<file path="config.mk">
export PLATFORM = sky130hd
export DESIGN_NAME = rsc_reset_ctrl
export DESIGN_NICKNAME = d
export VERILOG_FILES = /design/src/logic/rsc_pkg.sv /design/src/logic/rsc_reset_ctrl.sv
export SDC_FILE = /design/constraint.sdc
export NUM_CORES = 1
export LEC_CHECK = 0
export ABC_CLOCK_PERIOD_IN_PS = 3560
export BUFFER_PORTS_ARGS = -buffer_cell sky130_fd_sc_hd__buf_2
export CAP_MARGIN = 0
export CORE_MARGIN = 2
export CORE_UTILIZATION = 57
export DETAILED_ROUTE_END_ITERATION = 7
export GPL_TIMING_DRIVEN = 0
export PLACE_DENSITY_LB_ADDON = 0.12
export SYNTH_ARGS = -nofsm -noshare
export SYNTH_HDL_FRONTEND = slang
export SYNTH_SLANG_ARGS = --single-unit
</file>
<file path="constraint.sdc">
create_clock -name clk_i -period 3.56 [get_ports clk_i]
set_input_delay 0.178 -clock clk_i [delete_from_list [all_inputs] [get_ports clk_i]]
set_output_delay 0.178 -clock clk_i [all_outputs]
set_load 0.05 [all_outputs]
</file>
<file path="src/logic/rsc_pkg.sv">
// Constants and types shared by the system reset controller.
// Assumes a single 100 MHz clock and a slow clock tick from the same domain.
package rsc_pkg;

   // ************************************************************
   // Register map and fields
   // ************************************************************
   localparam logic [7:0] ADDR_CMD = 8'h00;
   localparam logic [7:0] ADDR_STAT = 8'h04;
   localparam logic [7:0] ADDR_MODE = 8'h08;
   localparam int KEY_POS = 24;
   localparam logic [7:0] KEY_VAL = 8'ha5;
   localparam int CMD_CPU_BIT = 0;
   localparam int CMD_PER_BIT = 2;
   localparam int CMD_PIN_BIT = 3;
   localparam int ST_FALL_BIT = 0;
   localparam int ST_CAUSE_POS = 8;
   localparam int ST_LEVEL_BIT = 16;
   localparam int ST_BUSY_BIT = 17;
   localparam int MD_EN_BIT = 0;
   localparam int MD_IRQ_BIT = 4;
   localparam int MD_LEN_POS = 8;
   localparam logic [1:0] RESP_OKAY = 2'h0;
   localparam logic [1:0] RESP_SLVERR = 2'h2;

   // ************************************************************
   // Reset causes and timing
   // ************************************************************
   localparam logic [2:0] CAUSE_GENERAL = 3'h0;
   localparam logic [2:0] CAUSE_BACKUP = 3'h1;
   localparam logic [2:0] CAUSE_WATCHDOG = 3'h2;
   localparam logic [2:0] CAUSE_SOFTWARE = 3'h3;
   localparam logic [2:0] CAUSE_USER = 3'h4;
   localparam logic [2:0] HOLD_TICKS = 3'h3;
   localparam logic [2:0] USER_TICKS = 3'h5;

   typedef struct packed {
      logic [3:0] len;
      logic irq_en;
      logic en;
   } rsc_mode_type;

   localparam rsc_mode_type MODE_RESET = '{len: 4'h0, irq_en: 1'b0, en: 1'b1};

   typedef enum logic [2:0] {
      ST_GENERAL,
      ST_IDLE,
      ST_USER,
      ST_SOFT,
      ST_WDOG
   } rsc_state_type;

endpackage : rsc_pkg

</file>
<file path="src/logic/rsc_reset_ctrl.sv">
// System reset controller: sequencing, pin shaping, status over AXI4-Lite.
// Assumes slow_tick_i is a one-cycle pulse per slow clock period, and that
// the supply controller and watchdog signals are on clk_i.
//
// How it works
// - Three active-low resets from slow-clock sequencing
// - Power-up drives pin, then no user reset until pin seen high
// - Pin low gives user reset unless disabled
// - Pin level readable, sampled every clock
// - Pin falling edge sets sticky, read clears
// - Interrupt when enable off, irq enable on
// - Pin pulse lasts two power length-plus-one ticks
// - Mode register survives all but general reset
// - Cause updates only at processor reset release
// - Core reset clears mode, reports general
// - Core reset from backup reports backup
// - Resynchronised pin low asserts processor, peripheral
// - User reset ends after five ticks, cause four
// - Pin held low keeps internal resets asserted
// - Command bits reset processor, peripherals, pin
// - Command resets immediate, held three slow ticks
// - Own pin pulse never starts user reset
// - Software cause only with processor command
// - Busy flag blocks further command writes
// - Watchdog three ticks, processor-only option
// - Watchdog ignored when reset not allowed
// - Priority general, backup, watchdog, software, user
// - Cause codes zero to four
// - Writes need key byte a5
//
// The register addresses and the AXI4-Lite register port were decided locally.
`timescale 1ns/10ps
`default_nettype none

module rsc_reset_ctrl (
   input wire logic clk_i,
   input wire logic rstn_i,
   input wire logic slow_tick_i,
   input wire logic core_rst_i,
   input wire logic from_backup_i,
   input wire logic wdt_fault_i,
   input wire logic watchdog_cpu_only_i,
   input wire logic watchdog_reset_allow_i,
   input wire logic pin_i,
   output logic pin_o,
   output logic pin_oe_o,
   output logic cpu_rstn_o,
   output logic periph_rstn_o,
   output logic irq_o,
   input wire logic [7:0] awaddr_i,
   input wire logic awvalid_i,
   output logic awready_o,
   input wire logic [31:0] wdata_i,
   input wire logic [3:0] wstrb_i,
   input wire logic wvalid_i,
   output logic wready_o,
   output logic [1:0] bresp_o,
   output logic bvalid_o,
   input wire logic bready_i,
   input wire logic [7:0] araddr_i,
   input wire logic arvalid_i,
   output logic arready_o,
   output logic [31:0] rdata_o,
   output logic [1:0] rresp_o,
   output logic rvalid_o,
   input wire logic rready_i
);

   // ************************************************************
   // Declarations
   // ************************************************************
   rsc_pkg::rsc_state_type state_reg;
   rsc_pkg::rsc_mode_type mode_reg;
   logic [2:0] cnt_reg;
   logic [2:0] pending_reg;
   logic [2:0] cause_reg;
   logic busy_reg;
   logic cpu_rstn_reg;
   logic per_rstn_reg;
   logic pin_meta_reg;
   logic pin_sync_reg;
   logic pin_prev_reg;
   logic fall_reg;
   logic irq_reg;
   logic own_drive_reg;
   logic [16:0] pin_cnt_reg;
   logic [16:0] pin_cnt_next;
   logic pin_oe_reg;
   logic aw_hold_reg;
   logic w_hold_reg;
   logic [7:0] awaddr_reg;
   logic [31:0] wdata_reg;
   logic [3:0] wstrb_reg;
   logic awready_reg;
   logic wready_reg;
   logic bvalid_reg;
   logic [1:0] bresp_reg;
   logic arready_reg;
   logic rvalid_reg;
   logic [31:0] rdata_reg;
   logic [1:0] rresp_reg;
   logic wr_fire;
   logic key_ok;
   logic cmd_ok;
   logic mode_wr;
   logic sr_read;
   logic wd_hit;
   logic user_hit;
   logic pin_start;
   logic [31:0] rd_word;
   logic rd_hit;

   // ************************************************************
   // Pin synchroniser and status bits
   // ************************************************************
   // two-flop sampling
   always_ff @(posedge clk_i or negedge rstn_i) begin
      if (!rstn_i) begin
         pin_meta_reg <= 1'b1;
         pin_sync_reg <= 1'b1;
         pin_prev_reg <= 1'b1;
      end else begin
         pin_meta_reg <= pin_i;
         pin_sync_reg <= pin_meta_reg;
         pin_prev_reg <= pin_sync_reg;
      end
   end

   // sticky fall, set beats read clear
   always_ff @(posedge clk_i or negedge rstn_i) begin
      if (!rstn_i) begin
         fall_reg <= 1'b0;
      end else if (pin_prev_reg && !pin_sync_reg) begin
         fall_reg <= 1'b1;
      end else if (sr_read) begin
         fall_reg <= 1'b0;
      end
   end

   always_ff @(posedge clk_i or negedge rstn_i) begin
      if (!rstn_i) begin
         irq_reg <= 1'b0;
      end else begin
         irq_reg <= fall_reg && !sr_read && !mode_reg.en && mode_reg.irq_en;
      end
   end

   // ************************************************************
   // Mode register
   // ************************************************************
   // key check on writes
   assign key_ok = wdata_reg[rsc_pkg::KEY_POS +: 8] == rsc_pkg::KEY_VAL && wstrb_reg[3];
   assign wr_fire = aw_hold_reg && w_hold_reg && !bvalid_reg;
   assign mode_wr = wr_fire && key_ok && awaddr_reg == rsc_pkg::ADDR_MODE;

   // kept through every reset but a general one
   always_ff @(posedge clk_i or negedge rstn_i) begin
      if (!rstn_i) begin
         mode_reg <= rsc_pkg::MODE_RESET;
      end else if (core_rst_i && !from_backup_i) begin
         mode_reg <= rsc_pkg::MODE_RESET;
      end else if (mode_wr) begin
         mode_reg.en <= wdata_reg[rsc_pkg::MD_EN_BIT];
         mode_reg.irq_en <= wdata_reg[rsc_pkg::MD_IRQ_BIT];
         mode_reg.len <= wdata_reg[rsc_pkg::MD_LEN_POS +: 4];
      end
   end

   // ************************************************************
   // Pin pulse shaping
   // ************************************************************
   // watchdog gated by allow option
   assign wd_hit = wdt_fault_i && watchdog_reset_allow_i && !core_rst_i
      && (state_reg == rsc_pkg::ST_IDLE || state_reg == rsc_pkg::ST_SOFT);
   // busy or reset state refuses commands
   assign cmd_ok = wr_fire && key_ok && awaddr_reg == rsc_pkg::ADDR_CMD && !busy_reg
      && state_reg == rsc_pkg::ST_IDLE && !wd_hit && !core_rst_i;
   assign pin_start = (state_reg == rsc_pkg::ST_GENERAL && !core_rst_i)
      || (cmd_ok && wdata_reg[rsc_pkg::CMD_PIN_BIT])
      || (wd_hit && !watchdog_cpu_only_i);

   // two to the power of length plus one ticks
   always_comb begin
      pin_cnt_next = pin_cnt_reg;
      if (pin_start) begin
         pin_cnt_next = 17'h1 << (5'(mode_reg.len) + 5'h1);
      end else if (slow_tick_i && pin_cnt_reg != 17'h0) begin
         pin_cnt_next = pin_cnt_reg - 17'h1;
      end
   end

   always_ff @(posedge clk_i or negedge rstn_i) begin
      if (!rstn_i) begin
         pin_cnt_reg <= 17'h0;
         pin_oe_reg <= 1'b0;
      end else begin
         pin_cnt_reg <= pin_cnt_next;
         pin_oe_reg <= pin_cnt_next != 17'h0;
      end
   end

   // own pulse masks user detection until pin seen high
   always_ff @(posedge clk_i or negedge rstn_i) begin
      if (!rstn_i) begin
         own_drive_reg <= 1'b0;
      end else if (pin_start) begin
         own_drive_reg <= 1'b1;
      end else if (pin_cnt_reg == 17'h0 && !pin_oe_reg && pin_sync_reg) begin
         own_drive_reg <= 1'b0;
      end
   end

   // ************************************************************
   // Reset state manager
   // ************************************************************
   // low pin on a slow tick enters user reset
   assign user_hit = state_reg == rsc_pkg::ST_IDLE && slow_tick_i && mode_reg.en
      && !pin_sync_reg && !own_drive_reg && !cmd_ok && !wd_hit;

   always_ff @(posedge clk_i or negedge rstn_i) begin
      if (!rstn_i) begin
         state_reg <= rsc_pkg::ST_GENERAL;
         cpu_rstn_reg <= 1'b0;
         per_rstn_reg <= 1'b0;
         cnt_reg <= 3'h0;
         pending_reg <= rsc_pkg::CAUSE_GENERAL;
         cause_reg <= rsc_pkg::CAUSE_GENERAL;
         busy_reg <= 1'b0;
      end else if (core_rst_i) begin
         state_reg <= rsc_pkg::ST_GENERAL;
         cpu_rstn_reg <= 1'b0;
         per_rstn_reg <= 1'b0;
         busy_reg <= 1'b0;
         pending_reg <= from_backup_i ? rsc_pkg::CAUSE_BACKUP : rsc_pkg::CAUSE_GENERAL;
      end else if (wd_hit) begin
         state_reg <= rsc_pkg::ST_WDOG;
         cnt_reg <= 3'h0;
         busy_reg <= 1'b0;
         cpu_rstn_reg <= 1'b0;
         per_rstn_reg <= watchdog_cpu_only_i;
         pending_reg <= rsc_pkg::CAUSE_WATCHDOG;
      end else begin
         case (state_reg)
            rsc_pkg::ST_GENERAL: begin
               state_reg <= rsc_pkg::ST_IDLE;
               cpu_rstn_reg <= 1'b1;
               per_rstn_reg <= 1'b1;
               cause_reg <= pending_reg;
            end
            rsc_pkg::ST_IDLE: begin
               if (cmd_ok) begin
                  state_reg <= rsc_pkg::ST_SOFT;
                  cnt_reg <= 3'h0;
                  busy_reg <= 1'b1;
                  cpu_rstn_reg <= !wdata_reg[rsc_pkg::CMD_CPU_BIT];
                  per_rstn_reg <= !wdata_reg[rsc_pkg::CMD_PER_BIT];
                  // software cause only with processor bit
                  if (wdata_reg[rsc_pkg::CMD_CPU_BIT]) begin
                     pending_reg <= rsc_pkg::CAUSE_SOFTWARE;
                  end
               end else if (user_hit) begin
                  state_reg <= rsc_pkg::ST_USER;
                  cnt_reg <= 3'h0;
                  cpu_rstn_reg <= 1'b0;
                  per_rstn_reg <= 1'b0;
                  pending_reg <= rsc_pkg::CAUSE_USER;
               end
            end
            rsc_pkg::ST_USER: begin
               if (!pin_sync_reg) begin
                  cnt_reg <= 3'h0;
               end else if (slow_tick_i) begin
                  if (cnt_reg == rsc_pkg::USER_TICKS - 3'h1) begin
                     state_reg <= rsc_pkg::ST_IDLE;
                     cpu_rstn_reg <= 1'b1;
                     per_rstn_reg <= 1'b1;
                     cause_reg <= pending_reg;
                  end else begin
                     cnt_reg <= cnt_reg + 3'h1;
                  end
               end
            end
            rsc_pkg::ST_SOFT, rsc_pkg::ST_WDOG: begin
               // three slow ticks, released on a tick
               if (slow_tick_i) begin
                  if (cnt_reg == rsc_pkg::HOLD_TICKS - 3'h1) begin
                     state_reg <= rsc_pkg::ST_IDLE;
                     busy_reg <= 1'b0;
                     cpu_rstn_reg <= 1'b1;
                     per_rstn_reg <= 1'b1;
                     if (!cpu_rstn_reg) begin
                        cause_reg <= pending_reg;
                     end
                  end else begin
                     cnt_reg <= cnt_reg + 3'h1;
                  end
               end
            end
            default: begin
               state_reg <= rsc_pkg::ST_IDLE;
            end
         endcase
      end
   end

   // ************************************************************
   // AXI4-Lite slave
   // ************************************************************
   // Ready pulses once per item so a held valid is taken only once
   always_ff @(posedge clk_i or negedge rstn_i) begin
      if (!rstn_i) begin
         aw_hold_reg <= 1'b0;
         awaddr_reg <= 8'h00;
         awready_reg <= 1'b0;
      end else begin
         awready_reg <= awvalid_i && !awready_reg && !aw_hold_reg;
         if (awvalid_i && awready_reg) begin
            aw_hold_reg <= 1'b1;
            awaddr_reg <= awaddr_i;
         end else if (wr_fire) begin
            aw_hold_reg <= 1'b0;
         end
      end
   end

   always_ff @(posedge clk_i or negedge rstn_i) begin
      if (!rstn_i) begin
         w_hold_reg <= 1'b0;
         wdata_reg <= 32'h0000_0000;
         wstrb_reg <= 4'h0;
         wready_reg <= 1'b0;
      end else begin
         wready_reg <= wvalid_i && !wready_reg && !w_hold_reg;
         if (wvalid_i && wready_reg) begin
            w_hold_reg <= 1'b1;
            wdata_reg <= wdata_i;
            wstrb_reg <= wstrb_i;
         end else if (wr_fire) begin
            w_hold_reg <= 1'b0;
         end
      end
   end

   // Key failures and busy refusals still answer OKAY; only addresses other than command and mode error
   always_ff @(posedge clk_i or negedge rstn_i) begin
      if (!rstn_i) begin
         bvalid_reg <= 1'b0;
         bresp_reg <= rsc_pkg::RESP_OKAY;
      end else if (wr_fire) begin
         bvalid_reg <= 1'b1;
         bresp_reg <= (awaddr_reg == rsc_pkg::ADDR_CMD || awaddr_reg == rsc_pkg::ADDR_MODE)
            ? rsc_pkg::RESP_OKAY : rsc_pkg::RESP_SLVERR;
      end else if (bready_i) begin
         bvalid_reg <= 1'b0;
      end
   end

   always_comb begin
      rd_word = 32'h0000_0000;
      rd_hit = 1'b1;
      case (araddr_i)
         rsc_pkg::ADDR_STAT: begin
            rd_word[rsc_pkg::ST_FALL_BIT] = fall_reg;
            rd_word[rsc_pkg::ST_CAUSE_POS +: 3] = cause_reg;
            rd_word[rsc_pkg::ST_LEVEL_BIT] = pin_sync_reg;
            rd_word[rsc_pkg::ST_BUSY_BIT] = busy_reg;
         end
         rsc_pkg::ADDR_MODE: begin
            rd_word[rsc_pkg::MD_EN_BIT] = mode_reg.en;
            rd_word[rsc_pkg::MD_IRQ_BIT] = mode_reg.irq_en;
            rd_word[rsc_pkg::MD_LEN_POS +: 4] = mode_reg.len;
         end
         rsc_pkg::ADDR_CMD: begin
            rd_word = 32'h0000_0000;
         end
         default: begin
            rd_hit = 1'b0;
         end
      endcase
   end

   assign sr_read = arvalid_i && arready_reg && araddr_i == rsc_pkg::ADDR_STAT;

   always_ff @(posedge clk_i or negedge rstn_i) begin
      if (!rstn_i) begin
         arready_reg <= 1'b0;
         rvalid_reg <= 1'b0;
         rdata_reg <= 32'h0000_0000;
         rresp_reg <= rsc_pkg::RESP_OKAY;
      end else begin
         arready_reg <= arvalid_i && !arready_reg && !rvalid_reg;
         if (arvalid_i && arready_reg) begin
            rvalid_reg <= 1'b1;
            rdata_reg <= rd_word;
            rresp_reg <= rd_hit ? rsc_pkg::RESP_OKAY : rsc_pkg::RESP_SLVERR;
         end else if (rready_i) begin
            rvalid_reg <= 1'b0;
         end
      end
   end

   // ************************************************************
   // Outputs
   // ************************************************************
   // active-low outputs straight from flops
   assign cpu_rstn_o = cpu_rstn_reg;
   assign periph_rstn_o = per_rstn_reg;
   assign pin_o = 1'b0;
   assign pin_oe_o = pin_oe_reg;
   assign irq_o = irq_reg;
   assign awready_o = awready_reg;
   assign wready_o = wready_reg;
   assign bvalid_o = bvalid_reg;
   assign bresp_o = bresp_reg;
   assign arready_o = arready_reg;
   assign rvalid_o = rvalid_reg;
   assign rdata_o = rdata_reg;
   assign rresp_o = rresp_reg;

   // ************************************************************
   // Assertions
   // ************************************************************
   a_cause_stable: assert property (@(posedge clk_i) disable iff (!rstn_i)
      !$past(cpu_rstn_reg) && !cpu_rstn_reg |-> $stable(cause_reg))
      else $error("cause changed while processor reset held");

   a_user_cause: assert property (@(posedge clk_i) disable iff (!rstn_i)
      state_reg == rsc_pkg::ST_USER ##1 state_reg == rsc_pkg::ST_IDLE
      |-> cause_reg == rsc_pkg::CAUSE_USER)
      else $error("user reset did not report cause four");

   a_busy_blocks: assert property (@(posedge clk_i) disable iff (!rstn_i)
      busy_reg |-> state_reg == rsc_pkg::ST_SOFT && !cmd_ok)
      else $error("command taken while busy");

   a_wdog_off: assert property (@(posedge clk_i) disable iff (!rstn_i)
      !watchdog_reset_allow_i && state_reg == rsc_pkg::ST_IDLE && !core_rst_i && !cmd_ok
      && !user_hit |=> state_reg == rsc_pkg::ST_IDLE)
      else $error("watchdog acted while not allowed");

   a_cmd_immediate: assert property (@(posedge clk_i) disable iff (!rstn_i)
      cmd_ok && wdata_reg[rsc_pkg::CMD_CPU_BIT] |=> !cpu_rstn_reg && busy_reg)
      else $error("processor command not asserted next cycle");

   a_user_needs_en: assert property (@(posedge clk_i) disable iff (!rstn_i)
      state_reg == rsc_pkg::ST_IDLE ##1 state_reg == rsc_pkg::ST_USER
      |-> $past(mode_reg.en))
      else $error("user reset entered with enable off");

   a_pin_length: assert property (@(posedge clk_i) disable iff (!rstn_i)
      pin_start && mode_reg.len == 4'h0 |=> pin_cnt_reg == 17'h2)
      else $error("pin pulse length wrong");

   a_fall_sets: assert property (@(posedge clk_i) disable iff (!rstn_i)
      pin_prev_reg && !pin_sync_reg |=> fall_reg)
      else $error("pin fall not recorded");

   a_irq_gate: assert property (@(posedge clk_i) disable iff (!rstn_i)
      irq_reg |-> !mode_reg.en || !$past(mode_reg.en))
      else $error("interrupt while pin reset enabled");

   a_core_wins: assert property (@(posedge clk_i) disable iff (!rstn_i)
      core_rst_i |=> state_reg == rsc_pkg::ST_GENERAL && !cpu_rstn_reg)
      else $error("core reset did not take priority");

endmodule : rsc_reset_ctrl

`default_nettype wire

</file>
# Yosys cells after proc, flatten, opt, wreduce, memory -nomap -nowiden

Index checks and enable logic that the tools add are counted.

Input port bits: 66
Logic and storage cells: 233
Register bits: 108
Output and inout port bits: 46

Muxes and demuxes: 76
Reduce and logical (&&, ||, !) cells: 91
Shift operators: 1
Equal/unequal tests: 29
Bitwise operators: 2
Add/subtract/negate cells: 3

Operator list:

| kind                                                                  | count |
|---|---|
| 3-bit 2-to-1 mux                                                      | 29 |
| 1-bit logical AND                                                     | 40 |
| 4-bit inequality test, second input constant                          | 9 |
| 17-bit 2-to-1 mux                                                     | 2 |
| 17-bit nonzero test                                                   | 2 |
| 1-bit 2-to-1 mux                                                      | 32 |
| 3-bit one-hot mux with 3 select lines                                 | 3 |
| 1-bit logical NOT                                                     | 20 |
| 17-bit logical NOT                                                    | 1 |
| 1-bit by 5-bit << shifter with 17-bit output, first input constant    | 1 |
| 17-bit by 1-bit subtractor with 17-bit output, second input constant  | 1 |
| 8-bit by 4-bit equality test with 1-bit output, second input constant | 2 |
| 8-bit logical NOT                                                     | 2 |
| 7-bit AND reduction                                                   | 2 |
| 2-bit nonzero test                                                    | 7 |
| 6-bit 2-to-1 mux                                                      | 2 |
| 2-bit inequality test, second input constant                          | 6 |
| 4-bit nonzero test                                                    | 3 |
| 3-bit by 2-bit equality test with 1-bit output, second input constant | 3 |
| 9-bit AND reduction                                                   | 1 |
| 8-bit by 3-bit equality test with 1-bit output, second input constant | 1 |
| 8-bit equality test, second input constant                            | 1 |
| 1-bit one-hot mux with 4 select lines                                 | 2 |
| 3-bit equality test, second input constant                            | 2 |
| 19 further kinds                                                      | 28 |

# Depth between registers and ports, before layout

Gate-level depths: netlist of run 1.

Depth after elaboration: 16
Gate-level depth with buffers: 10
Mapped depth without buffers: 10

# Worst setup path after synthesis of run 1

Ideal clock, no wire load.

Path kind: reg2reg
Start point: register bvalid_reg, in the netlist bvalid_o
End point: register pending_reg[2]
Arrival: 2.437 ns
Clock period less this slack: 2.558 ns
Path slack: 1.002 ns
Required time: 3.438 ns
Stages on the path, launching flop included: 10
Cell sequence: dfrtp_1 and3b_1 nand4b_1 or4_1 clkbuf_1 nand2_1 a21oi_1 o21ai_2 nor2_1 a2111oi_1

Cells in the longest elaborated chain, start to end: 13
Elaborated cells on any way between the ends: 18
Those cells by class: eq/ne: 1; mux: 4; reduce/logical: 13

Ends and longest elaborated chain:

| what                                | line                  | RTL |
|---|---|---|
| start: declaration                  | rsc_reset_ctrl.sv:96  | `logic bvalid_reg;` |
| start signal: assignment            | rsc_reset_ctrl.sv:347 | `bvalid_reg <= 1'b0;` |
| start signal: assignment            | rsc_reset_ctrl.sv:350 | `bvalid_reg <= 1'b1;` |
| start signal: assignment            | rsc_reset_ctrl.sv:354 | `bvalid_reg <= 1'b0;` |
| 1-bit logical NOT (*)               | rsc_reset_ctrl.sv:153 | `assign wr_fire = aw_hold_reg && w_hold_reg && !bvalid_reg;` |
| 1-bit logical AND (*)               | rsc_reset_ctrl.sv:153 |  |
| 1-bit logical AND (*) (3 in series) | rsc_reset_ctrl.sv:176 | `assign cmd_ok = wr_fire && key_ok && awaddr_reg == rsc_pkg::ADDR_CMD && !busy_reg` |
| 1-bit logical AND (*) (3 in series) | rsc_reset_ctrl.sv:177 | `&& state_reg == rsc_pkg::ST_IDLE && !wd_hit && !core_rst_i;` |
| 1-bit logical NOT                   | rsc_reset_ctrl.sv:218 | `&& !pin_sync_reg && !own_drive_reg && !cmd_ok && !wd_hit;` |
| 1-bit logical AND (2 in series)     | rsc_reset_ctrl.sv:218 |  |
| 4-bit nonzero test (no line)        | -                     |  |
| 3-bit AND reduction (no line)       | -                     |  |
| end signal: assignment              | rsc_reset_ctrl.sv:226 | `pending_reg <= rsc_pkg::CAUSE_GENERAL;` |
| end signal: assignment              | rsc_reset_ctrl.sv:234 | `pending_reg <= from_backup_i ? rsc_pkg::CAUSE_BACKUP : rsc_pkg::CAUSE_GENERAL;` |
| end signal: assignment              | rsc_reset_ctrl.sv:241 | `pending_reg <= rsc_pkg::CAUSE_WATCHDOG;` |
| end: declaration                    | rsc_reset_ctrl.sv:75  | `logic [2:0] pending_reg;` |

Every way passes the cells marked *; elsewhere a longest branch is shown, timed or not. The select of a mux whose other input is x is not followed.
A chain may end at the register's enable or synchronous reset.

# Final worst setup path of run 1

Start point: register state_reg[1]
End point: register pin_oe_reg, in the netlist pin_oe_o

Cells in the longest elaborated chain, start to end: 11
Elaborated cells on any way between the ends: 16
Those cells by class: eq/ne: 2; mux: 1; reduce/logical: 13

Ends and longest elaborated chain:

| what                                                                                                             | line                                         | RTL |
|---|---|---|
| start: declaration                                                                                               | rsc_reset_ctrl.sv:72                         | `rsc_pkg::rsc_state_type state_reg;` |
| start signal: assignment                                                                                         | rsc_reset_ctrl.sv:222                        | `state_reg <= rsc_pkg::ST_GENERAL;` |
| start signal: assignment                                                                                         | rsc_reset_ctrl.sv:230                        | `state_reg <= rsc_pkg::ST_GENERAL;` |
| start signal: assignment                                                                                         | rsc_reset_ctrl.sv:236                        | `state_reg <= rsc_pkg::ST_WDOG;` |
| 3-bit by 1-bit equality test with 1-bit output or 3-bit by 2-bit equality test with 1-bit output (tied branches) | rsc_reset_ctrl.sv:174, rsc_reset_ctrl.sv:177 |  |
| 1-bit logical OR                                                                                                 | rsc_reset_ctrl.sv:174                        | `&& (state_reg == rsc_pkg::ST_IDLE \|\| state_reg == rsc_pkg::ST_SOFT);` |
| 1-bit logical AND                                                                                                | rsc_reset_ctrl.sv:174                        |  |
| 1-bit logical NOT                                                                                                | rsc_reset_ctrl.sv:177                        |  |
| 1-bit logical AND (2 in series)                                                                                  | rsc_reset_ctrl.sv:177                        |  |
| 1-bit logical AND                                                                                                | rsc_reset_ctrl.sv:179                        | `\|\| (cmd_ok && wdata_reg[rsc_pkg::CMD_PIN_BIT])` |
| 1-bit logical OR                                                                                                 | rsc_reset_ctrl.sv:179                        |  |
| 1-bit logical OR (*)                                                                                             | rsc_reset_ctrl.sv:180                        | `\|\| (wd_hit && !watchdog_cpu_only_i);` |
| 17-bit 2-to-1 mux (*)                                                                                            | rsc_reset_ctrl.sv:185                        | `if (pin_start) begin` |
| via pin_cnt_next[15]                                                                                             | rsc_reset_ctrl.sv:87                         | `logic [16:0] pin_cnt_next;` |
| 17-bit nonzero test (*)                                                                                          | rsc_reset_ctrl.sv:198                        | `pin_oe_reg <= pin_cnt_next != 17'h0;` |
| end signal: assignment                                                                                           | rsc_reset_ctrl.sv:195                        | `pin_oe_reg <= 1'b0;` |
| end signal: assignment                                                                                           | rsc_reset_ctrl.sv:198                        |  |
| end: declaration                                                                                                 | rsc_reset_ctrl.sv:88                         | `logic pin_oe_reg;` |

The timed path passes the listed nets; every way through them passes the cells marked *.

==> flow_summary.toml, run 1 <==
[floorplanning]
coreArea_um2 = 7650
die_h_um = 92.3
io_pins = 112
die-area_um2 = 8510
start_util_pct = 58.1
rows = 32
chipWidth_um = 92.3

[flow_run]
cap_viol_max_count = 0

[finish]
largest_reg_flops = 17
n_antenna_cell = 0
drive_gt1_share_pct = 29.0
seq_area_um2 = 2180
areaGrowthSynthToFinish_pct = 17.9
nFillCells = 604
final_common_cell = "dfrtp_1"
multiInputGateArea_um2 = 2000
utilization_pct = 68.5
final_nets = 600
final_cell_mix = "83 x dfrtp_1, 64 x buf_2, 30 x nor2_1"

[worst_setup_path]
cp.required_ns = 3.80
cp_common_cell = "clkbuf_1"
cp.arrival_ns = 3.23
crit_chain = "clkbuf_1 > nor3b_2 > nand2_1 > nor4_1 > a21o_1 > clkbuf_1 > o21ai_0 > nor3_1 > nand3_1"
critPathMaxFanout = 10
critical-path-slowest-cell = "nor4_1"
worst-setup-path-type = "reg2reg"
slowest_delay_ns = 0.59
worstSetupStartpointType = "flop"
worst_setup_path_end_kind = "flop"

[sta]
post-route-period-util_pct = 84.0
min_period_ns = 2.99
report.final.slew_viol_count = 0
max_freq_mhz = 334
whs_ns = 0.00664
setup_ws_ns = 0.569
rsz0062_at_grt = "no"
worstMarginPinSlew_ns = 0.751
hold_viol_final = 0
slew-limit-headroom_pct = 49.8
fin_skew_ns = 0.00938
setup-violations-final = 0
finalSetupTns_ns = 0

[logic_synthesis]
synth_warnings = 0
synth_top_cell_area_share_pct = 46.8
yosys-top-cells-area = "dfrtp_1 47%, mux2_2 7.1%, buf_4 4.6%"
async_reset_ff_share_pct = 100
netlist_instances = 426
syn_area_per_cell_um2 = 10.4
synthFlopType = "dfrtp_1"
yosysSeqAreaShare_pct = 49.1
synth-seq-cells = 87
synth_edf_count = 0
synth_top_area_cell = "dfrtp_1"
netlist_area_um2 = 4440
ys_types = 65

[place]
gp_congestion = 0.932
dp_slack_ns = 0.665
place.port_buffers = 64
hpwlAfterDp_mm = 7.00

[detailed_routing]
drcViolationCount = 0
drtIter0Drc = 237
dr.pass1.iters = 5
ant_nets = 0
vias = 3487
wire_per_inst_um = 15.0
wirelength_mm = 9.54
vias_per_cell = 5.47

[pwr]
total_power_mw = 3.64
p_leak_nw = 2.53
power_density_nw_per_um2 = 694
worst_ir_drop_vdd_v = 0.000424

[cts]
cts_tree = "yes"
cts_max_path_buffers = 2
insertion_delay_ns = 0.36
numCtsBuffers = 9
cts.sinks = 87
cts_max_level = 3
cts-root-buf = "clkbuf_8"
clk_pin_slew_ns = 0.09

[grt]
grt_usage_pct = 23.6
grt_first_pass_wirelength_mm = 15.7
first_global_vias = 3252
grt_max_degree = 70
antenna_found_initial = 0
gr-total-overflow = 0

[min_path]
hp-class = "in2reg"

[status]
status = "completed"
per-layer routing:
metal	vias to the layer above	GRT usage (%)	part of all wire [%]
li1	1684	-	-
met1	1669	32.1	46
met2	120	37.9	46
met3	14	6.24	6.5
met4	0	6.47	1.4
met5	-	0	0
synthesized netlist by cell type, drive strengths merged (5+ instances only):
cell type  number
nand2          28
buf            28
nor3b           7
mux2i           8
nand2b          5
nor4           10
o21ai          32
a31oi           5
nor2           30
nor3           13
dfrtp          83
clkbuf         14
a21oi           9
nand4           9
xnor2          14
nor2b           9
inv            18
nand3          15
mux2           28
critical path: cells and delay by family, from the launching register on:
| kind | cells | cell delay, ns |
|---|---|---|
| and+or+nand+nor | 5 | 1.42 |
| buffers and inverters | 2 | 0.58 |
| AOI/OAI and AO/OA | 2 | 0.51 |
| DFF | 1 | 0.36 |
report_power, final:
group	switching, mW	internal, mW
Sequential	0.221	1.29
Clock	0.343	0.362
Combinational	0.827	0.594
Total	1.39	2.24
cell type report:
class / count / share of cell area (%)
flip-flops and latches: 87 / 41.7
multi-input cells: 304 / 38.1
repair buffers: 67 / 7.07
plain buffers: 42 / 5.54
clock buffers: 13 / 3.03
well taps: 102 / 2.44
inverters: 19 / 1.36
clock inverters: 3 / 0.812
final timing paths:
path | startpoint | endpoint | slack [ns] | cells after the start
max reg2reg | state_reg[1]$_DFFE_PN0P_ | pin_oe_o$_DFF_PN0_ | 0.57 | 9
min reg2reg | pin_meta_reg$_DFF_PN1_ | pin_sync_reg$_DFF_PN1_ | 0.37 | 0
max | state_reg[1]$_DFFE_PN0P_ | pin_oe_o$_DFF_PN0_ | 0.57 | 9
max in group asynchronous | rstn_i | mode_reg[0]$_DFFE_PN1P_ | 2.67 | 3
min in group asynchronous | rstn_i | cnt_reg[0]$_DFFE_PN0P_ | 0.24 | 2
min | rready_i | rvalid_o$_DFFE_PN0P_ | 0.007 | 2
stage by stage:
step	instances	instance area, um^2
CTS	637	5240
global placement	618	4990
global route	637	5240
detailed placement	619	5020
finish	637	5240
floorplan	452	4540
repair_timing:
action,4_1_cts,5_1_grt
hold endpoints to repair,19,0
buffers inserted,0,0
hold buffers,2,0
resized for setup,0,0
cell families after synthesis:
| family | after synthesis | synth area share (%) |
|---|---|---|
| simple gates | 146 | 18.0 |
| mux | 36 | 8.90 |
| xor+xnor | 15 | 2.96 |
| buf+inv | 61 | 8.14 |
| compound gates | 76 | 11.6 |
| other cells | 1 | 0.0844 |
| flops | 87 | 49.1 |
| fa+ha+maj | 4 | 1.13 |
(Power assumes the default switching activity.)
==> run 2: changes to the inputs <==
--- a/config.mk
+++ b/config.mk
@@ -5,11 +5,11 @@
 export SDC_FILE = /design/constraint.sdc
 export NUM_CORES = 1
 export LEC_CHECK = 0
-export ABC_CLOCK_PERIOD_IN_PS = 3560
+export ABC_CLOCK_PERIOD_IN_PS = 2900
 export BUFFER_PORTS_ARGS = -buffer_cell sky130_fd_sc_hd__buf_2
 export CAP_MARGIN = 0
 export CORE_MARGIN = 2
-export CORE_UTILIZATION = 57
+export CORE_UTILIZATION = 53
 export DETAILED_ROUTE_END_ITERATION = 7
 export GPL_TIMING_DRIVEN = 0
 export PLACE_DENSITY_LB_ADDON = 0.12
==> constraint.sdc (replaced) <==
create_clock -name clk_i -period 2.9 [get_ports clk_i]
set_input_delay 0.145 -clock clk_i [delete_from_list [all_inputs] [get_ports clk_i]]
set_output_delay 0.145 -clock clk_i [all_outputs]
set_load 0.05 [all_outputs]
==> flow_summary.toml, run 2 (same netlist as run 1, synthesis figures left out) <==
[sta]
fin_skew_ns = 0.00800
max_freq_mhz = 367
worstMarginPinSlew_ns = 0.780
post-route-period-util_pct = 94.0
report.final.slew_viol_count = 0
min_period_ns = 2.73
whs_ns = 0.0192
finalSetupTns_ns = 0
hold_viol_final = 0
setup-violations-final = 0
slew-limit-headroom_pct = 47.9
setup_ws_ns = 0.175

[finish]
multiInputGateArea_um2 = 2020
final_common_cell = "dfrtp_1"
n_antenna_cell = 0
nFillCells = 690
drive_gt1_share_pct = 30.4
largest_reg_flops = 17
final_nets = 602
final_cell_mix = "83 x dfrtp_1, 64 x buf_2, 30 x nor2_1"
seq_area_um2 = 2180
fin_area_um2 = 5290
areaGrowthSynthToFinish_pct = 19.0

[worst_setup_path]
worstSetupStartpointType = "flop"
crit_chain = "or4_4 > or4b_4 > o211ai_4 > nor3_1 > xnor2_1 > a21oi_1 > nor4_1 > nand3_1"
critical-path-slowest-cell = "or4_4"
worst_setup_path_end_kind = "flop"
worst-setup-path-type = "reg2reg"
cp.required_ns = 3.13
critPathMaxFanout = 7
path_delay_family = "simple AND/OR/NAND/NOR gates"
path_buf_inv = 0
cp.arrival_ns = 2.95
slowest_delay_ns = 0.60

[pwr]
worst_ir_drop_vdd_v = 0.000510
power_density_nw_per_um2 = 843
p_leak_nw = 2.53
total_power_mw = 4.46

[cts]
insertion_delay_ns = 0.35
cts_max_level = 3
cts-root-buf = "clkbuf_8"
clk_pin_slew_ns = 0.09
cts_max_path_buffers = 2
numCtsBuffers = 9
cts.sinks = 87
cts_tree = "yes"

[status]
status = "completed"

[detailed_routing]
wirelength_mm = 9.20
vias_per_cell = 5.37
drtIter0Drc = 265
dr.pass1.iters = 5
drcViolationCount = 0
wire_per_inst_um = 14.3
ant_nets = 0
vias = 3449

[floorplanning]
die-area_um2 = 9130
die_h_um = 95.5
coreArea_um2 = 8180
io_pins = 112
start_util_pct = 54.3
chipWidth_um = 95.5
rows = 33

[grt]
antenna_found_initial = 0
first_global_vias = 3088
grt_first_pass_wirelength_mm = 15.0
grt_max_degree = 65
gr-total-overflow = 0
grt_usage_pct = 21.3

[place]
gp_congestion = 0.924
place.port_buffers = 64
dp_slack_ns = 0.0880
hpwlAfterDp_mm = 6.77
place_area_um2 = 5020

[flow_run]
cap_viol_max_count = 0

[min_path]
hp-class = "in2reg"
-- run 2: cell types whose count changed in the layout (fill, tap and decap cells not counted), sizes merged --
cell	before	now
clkbuf	27	23
clkinvlp	1	4
clkinv	2	3
dlygate4sd3	2	4
-- run 2: metrics by stage --
stage          std cells  utilization, %
6_report             642            64.7
5_1_grt              642            64.7
2_1_floorplan        452               -
3_3_place_gp         621            61.0
3_5_place_dp         622            61.4
4_1_cts              642            64.3
-- run 2: worst register-to-register path: stages, from the launching register on --
cell	delay, ns
dfrtp_1	0.44
or4_4	0.60
or4b_4	0.55
o211ai_4	0.30
nor3_1	0.10
xnor2_1	0.18
a21oi_1	0.09
nor4_1	0.24
nand3_1	0.11
-- run 2: timing repair --
| action | CTS | global route |
|---|---|---|
| hold buffers | 4 | 0 |
| gates resized for setup | 0 | 7 |
| setup buffers | 0 | 0 |
| endpoints found under the setup margin | 0 | 16 |
| hold endpoints to repair | 26 | 0 |
-- run 2: cell type report --
cell class	count	area share, %
clock buffer	9	2.34
inverter	19	1.35
tap	105	2.49
timing repair buffer	69	7.38
clock inverter	7	1.40
sequential	87	41.3
buffer	42	5.51
multi-input combinational	304	38.2
-- run 2: report_power, final --
| part | internal (mW) | switching (mW) | total, mW | leakage [nW] |
|---|---|---|---|---|
| clock | 0.397 | 0.434 | 0.831 | 0.0875 |
| sequential | 1.58 | 0.277 | 1.86 | 1.09 |
| combinational | 0.739 | 1.03 | 1.77 | 1.36 |
-- run 2: metal layers --
| layer | global-route usage [%] | part of all wire, % | vias up | routed length, um |
|---|---|---|---|---|
| met5 | 0 | 0 | - | 0 |
| met4 | 7.02 | 1.1 | 0 | 104 |
| met3 | 3.32 | 7.3 | 9 | 676 |
| met2 | 32.5 | 44 | 151 | 4070 |
| met1 | 31.0 | 47 | 1600 | 4350 |
| li1 | - | - | 1689 | - |
-- run 2: final timing paths --
path | end | slack, ns | startpoint | cells after the start
min in group asynchronous | cnt_reg[0]$_DFFE_PN0P_ | 0.24 | rstn_i | 2
worst max register to register | pin_oe_o$_DFF_PN0_ | 0.17 | pin_cnt_reg[2]$_DFF_PN0_ | 8
worst min register to register | pin_sync_reg$_DFF_PN1_ | 0.36 | pin_meta_reg$_DFF_PN1_ | 0
max in group asynchronous | mode_reg[0]$_DFFE_PN1P_ | 2.02 | rstn_i | 3
worst max-delay path | pin_oe_o$_DFF_PN0_ | 0.17 | pin_cnt_reg[2]$_DFF_PN0_ | 8
worst min-delay path | wdata_reg[28]$_DFFE_PN0P_ | 0.02 | wdata_i[28] | 2
